**config.mk**
```make
export PLATFORM = sky130hd
export DESIGN_NAME = lcirq_link_change
export DESIGN_NICKNAME = d
export VERILOG_FILES = /design/src/lcirq_pkg.sv /design/src/lcirq_link_change.sv
export SDC_FILE = /design/constraint.sdc
export NUM_CORES = 1
export LEC_CHECK = 0
export ABC_CLOCK_PERIOD_IN_PS = 1610
export BUFFER_PORTS_ARGS = -buffer_cell sky130_fd_sc_hd__buf_2
export CORE_MARGIN = 5
export CORE_UTILIZATION = 47
export DETAILED_ROUTE_END_ITERATION = 12
export PLACE_DENSITY = 0.74
export SLEW_MARGIN = 20
export SYNTH_ARGS = -nofsm -noshare
export SYNTH_HDL_FRONTEND = slang
export SYNTH_SLANG_ARGS = --single-unit
```
**constraint.sdc**
```tcl
create_clock -name core_clk -period 1.61 [get_ports core_clk]
set_clock_uncertainty 0.15 [all_clocks]
set_input_delay 0.322 -clock core_clk [delete_from_list [all_inputs] [get_ports core_clk]]
set_output_delay 0.322 -clock core_clk [all_outputs]
set_load 0.005 [all_outputs]
```
**src/lcirq_pkg.sv**
```systemverilog
/*
 Package for the link-change interrupt block: register offsets, field positions,
 reset values. Assumes an 8-bit internal register port of the switch.
*/
package lcirq_pkg;
	// ==========================================================
	// Register map
	localparam logic [7:0] LCIRQ_OFS_MASK = 8'hBB;
	localparam logic [7:0] LCIRQ_OFS_FLAGS = 8'hBC;
	localparam logic [7:0] LCIRQ_MASK_RST = 8'h00;
	localparam logic [7:0] LCIRQ_FLAGS_RST = 8'h00;
	// ==========================================================
	// Flag field positions
	localparam int LCIRQ_BIT_P12_ANA = 7;
	localparam int LCIRQ_BIT_P3_MII = 2;
	localparam int LCIRQ_BIT_P2_ANA = 1;
	localparam int LCIRQ_BIT_P1_ANY = 0;
	// Bits that hardware may hold; reserved 6-3 stay zero
	localparam logic [7:0] LCIRQ_FLAGS_LIVE = 8'h87;
endpackage

```
**src/lcirq_link_change.sv**
```systemverilog
/*
 Link-change interrupt logic: enable mask, sticky write-one-to-clear event flags
 and an active-low interrupt pin. Assumes link event inputs are one-cycle or level
 pulses synchronous to core_clk, and a simple internal register port.
*/
// Overview of operation
// - An eight-bit mask register, zero after reset, lets each flag bit reach the interrupt pin.
// - Flag bit 7 sets when port one or port two changes link on the copper side and holds until written one.
// - Flag bit 2 sets when port three changes link on its MII side and holds until written one.
// - Flag bit 1 sets when port two changes link on the copper side and holds until written one.
// - Flag bit 0 sets when port one changes link on either side and holds until written one.
// - All flags reset to zero and reserved bits 6 to 3 always read zero.
// - Pending enabled events are signalled on a dedicated interrupt pin.
`timescale 1ns/1ns
module lcirq_link_change
	import lcirq_pkg::*;
(
	input wire logic core_clk, // System clock, 100 MHz
	input wire logic srst, // Synchronous reset, active high
	input wire logic [7:0] reg_addr, // Register address
	input wire logic reg_wr, // Write strobe, one cycle
	input wire logic [7:0] reg_wdata, // Write data
	input wire logic reg_rd, // Read strobe, one cycle
	output logic [7:0] reg_rdata_ff, // Read data, valid cycle after reg_rd
	input wire logic p1_ana_link_event, // Port one copper link changed
	input wire logic p1_mii_link_event, // Port one MII link changed
	input wire logic p2_ana_link_event, // Port two copper link changed
	input wire logic p3_mii_link_event, // Port three MII link changed
	output logic irq_out_n_ff // Interrupt pin, active low
);

	// ==========================================================
	// Register state
	logic [7:0] irq_mask_ff;
	logic [7:0] nxt_irq_mask;
	logic [7:0] link_event_flags_ff;
	logic [7:0] nxt_link_event_flags;
	logic [7:0] nxt_reg_rdata;
	logic nxt_irq_out_n;
	logic [7:0] event_set;
	logic [7:0] flag_clr;

	// Event sources mapped onto flag positions
	always_comb begin
		event_set = 8'h00;
		event_set[LCIRQ_BIT_P12_ANA] = p1_ana_link_event | p2_ana_link_event;
		event_set[LCIRQ_BIT_P3_MII] = p3_mii_link_event;
		event_set[LCIRQ_BIT_P2_ANA] = p2_ana_link_event;
		event_set[LCIRQ_BIT_P1_ANY] = p1_ana_link_event | p1_mii_link_event;
	end

	// Next values; a new event beats a same-cycle clear so no change is lost
	always_comb begin
		flag_clr = 8'h00;
		nxt_irq_mask = irq_mask_ff;
		if (reg_wr && reg_addr == LCIRQ_OFS_MASK) begin
			nxt_irq_mask = reg_wdata;
		end
		if (reg_wr && reg_addr == LCIRQ_OFS_FLAGS) begin
			flag_clr = reg_wdata;
		end
		nxt_link_event_flags = ((link_event_flags_ff & ~flag_clr) | event_set)
			& LCIRQ_FLAGS_LIVE;
		nxt_reg_rdata = 8'h00;
		if (reg_rd) begin
			case (reg_addr)
				LCIRQ_OFS_MASK: nxt_reg_rdata = irq_mask_ff;
				LCIRQ_OFS_FLAGS: nxt_reg_rdata = link_event_flags_ff;
				default: nxt_reg_rdata = 8'h00;
			endcase
		end
		// Uses next values so the pin follows the flags in the same cycle
		nxt_irq_out_n = ~|(nxt_link_event_flags & nxt_irq_mask);
	end

	// Registers only
	always_ff @(posedge core_clk) begin
		if (srst) begin
			irq_mask_ff <= LCIRQ_MASK_RST;
			link_event_flags_ff <= LCIRQ_FLAGS_RST;
			reg_rdata_ff <= 8'h00;
			irq_out_n_ff <= 1'b1;
		end else begin
			irq_mask_ff <= nxt_irq_mask;
			link_event_flags_ff <= nxt_link_event_flags;
			reg_rdata_ff <= nxt_reg_rdata;
			irq_out_n_ff <= nxt_irq_out_n;
		end
	end
endmodule // lcirq_link_change

```
==> run summary <==
routed vias: 858
first-pass GRT wire length: 3550 um
Peak VDD IR: 0.392 mV
worst path arrival time: 1.59 ns
status: finished, final reports clean
Yosys top cell area share: 45.7%
total congestion overflow: 0
Std-Cell Rows: 16
Reg2Reg Depth: 4
Skew-Pair Late Insertion Delay: 0.30 ns
NumNets Final: 159
Worst EP required: 1.71 ns
pwr dens: 744 nW/um^2
TritonCTS clock tree: built
post-route insts no fill: 161
Hold EP: irq_mask_ff[6]$_SDFFE_PP0P_
final instance area: 1160 um^2
Reg2Reg Setup Slack: 0.39 ns
dpl hpwl: 1660 um
WL per Instance: 13.0 um
Tmin final: 1.49 ns
slew of the pin with the lowest slew margin: 0.370 ns
Die X: 54.2 um
Worst setup SP type: input pin
clk slew on worst S/H paths: 0.11 ns
io pins: 33
total track usage: 17.2%
placed cell area: 1140 um^2
ys async rst share: 0%
CTS resizes: 0
Yosys cell types: 28
unrepaired setup endpoints after global routing: no
die height: 54.2 um
CTS Hold Buffers Added: 0
H-tree levels: 1
maximum clock frequency: 670 MHz
Ys Warns: 0
final setup vio count: 0
Post-CTS Setup Inserts: 0
Crit Reg-Reg Startpoint: link_event_flags_ff[0]$_SDFF_PP0_
cell taking the most area after synthesis: dfxtp_1
Yosys reg bits: 21
initial core utilization: 47.9%
Worst slew margin: 75.3%
Post-synth top cells: 21 x dfxtp_1, 12 x nor2_1, 10 x inv_1
max cap viols: 0
placer congestion estimate: 0.781
most common cell in the synthesized netlist: dfxtp_1
CTS sink cnt: 21
# placed instances: 157
Routed WL: 2090 um
leakage power: 0.570 nW
Worst Setup End Kind: flop
number of flops mapped to enable cells by yosys: 0
drt drc: 0
multi-input combinational cell area: 423 um^2
Root Driver: clkbuf_4
Mapped Cells: 95
via density per instance: 5.33
final setup TNS: 0 ns
TritonCTS Buffers: 3
Filler cells: 174
remaining antenna violation count: 0
Core Region: 1920 um^2
Synth Net Count: 119
Synth Area per Inst: 9.68 um^2
antenna violations before repair: 0
die area: 2940 um^2
Area Overhead vs Synth: 26.7%
share of cells above drive strength 1: 35.1%
Hold Violations, Final: 0
part of the Yosys area used for sequential elements: 45.7%
CP Max Fanout: 12
first-pass detailed-route iteration total: 4
final period utilization: 92.7%
reg-to-reg critical path endpoint: irq_out_n_ff$_SDFF_PP1_
Hold Path Depth: 3
largest net degree at the start of global routing: 14
Setup CP Type: in2reg
Tot Pwr: 866 uW
CTS Buffer Depth: 2
vias in the first global route: 811
Mapped Area: 920 um^2
Max Slew Vio Count: 0
Reg area: 420 um^2
Antenna diodes: 0
port bufs: 32
Core Util, Final: 60.6%
worst min path class: in2reg
ys flop type: dfxtp_1
initial drt markers: 17
Synth area leaders: dfxtp_1 46%, nor2_1 4.9%, mux2i_1 4.4%
Hold Crit Start: reg_wdata[6]
-- metal layers --
layer / part of all wire, % / global-route usage, % / vias up
li1: - / - / 430
met1: 45 / 21.4 / 395
met2: 47 / 27.1 / 28
met3: 6.5 / 3.81 / 5
met4: 2.4 / 9.96 / 0
met5: 0 / 0 / -
-- cell type report --
| cell class | count | area share (%) |
|---|---|---|
| inverter | 11 | 3.54 |
| sequential | 21 | 36.1 |
| tap | 27 | 2.90 |
| timing repair buffer | 40 | 18.9 |
| clock buffer | 4 | 2.26 |
| multi-input combinational | 58 | 36.3 |
-- registers in the layout, indices dropped and copies added, names as in the netlist --
| signal | count |
|---|---|
| irq_out_n_ff | 1 |
| irq_mask_ff | 8 |
| reg_rdata_ff | 8 |
| link_event_flags_ff | 4 |
-- worst max path at each step --
stage	start	cells past startpoint	to
finish	reg_addr[6]	5	irq_out_n_ff$_SDFF_PP1_
global route	reg_addr[6]	5	irq_out_n_ff$_SDFF_PP1_
CTS	reg_addr[6]	5	irq_out_n_ff$_SDFF_PP1_
detailed placement	reg_addr[6]	5	irq_out_n_ff$_SDFF_PP1_
global placement	reg_addr[6]	5	irq_out_n_ff$_SDFF_PP1_
floorplan	reg_addr[6]	5	irq_mask_ff[3]$_SDFFE_PP0P_
-- worst max-delay path, cell delays in order --
cell and delay, ns:
buf_2 0.10, and4b_1 0.47, a41oi_1 0.20, o32ai_1 0.29, a41o_1 0.21
-- where the power goes --
group | switching, mW | internal [mW] | total, mW
registers | 0.00378 | 0.527 | 0.530
clock network | 0.149 | 0.0966 | 0.246
logic | 0.0472 | 0.0427 | 0.0900
total | 0.200 | 0.666 | 0.866
-- kinds of logic after synthesis --
logic type / synth area share [%]
DFF: 45.7
buffers and inverters: 8.30
muxes: 4.35
and+or+nand+nor: 22.3
AOI/OAI and AO/OA: 19.3
-- per-stage QoR --
stage / hold slack, ns / setup WS (ns)
final: 0.0957 / 0.117
after global routing: 0.0898 / 0.0209
after CTS: 0.0851 / 0.158
after detailed placement: 0.322 / -0.156
after global placement: 0.322 / -0.124
after floorplan: 0.293 / 0.0697
-- layout by cell type, fill, tap and decap left out, drive strengths merged --
cell	instances
a22oi	4
a31oi	4
a41o	1
a41oi	4
and3	4
and4	4
and4b	2
and4bb	1
buf	40
clkbuf	4
dfxtp	21
inv	11
mux2i	4
nand2	2
nand3b	1
nand4b	1
nor2	12
nor2b	1
nor3	1
nor4	1
o21a	4
o22ai	2
o31a	2
o32ai	2
or4	1
No activity file was read; power rests on OpenSTA's default activity.
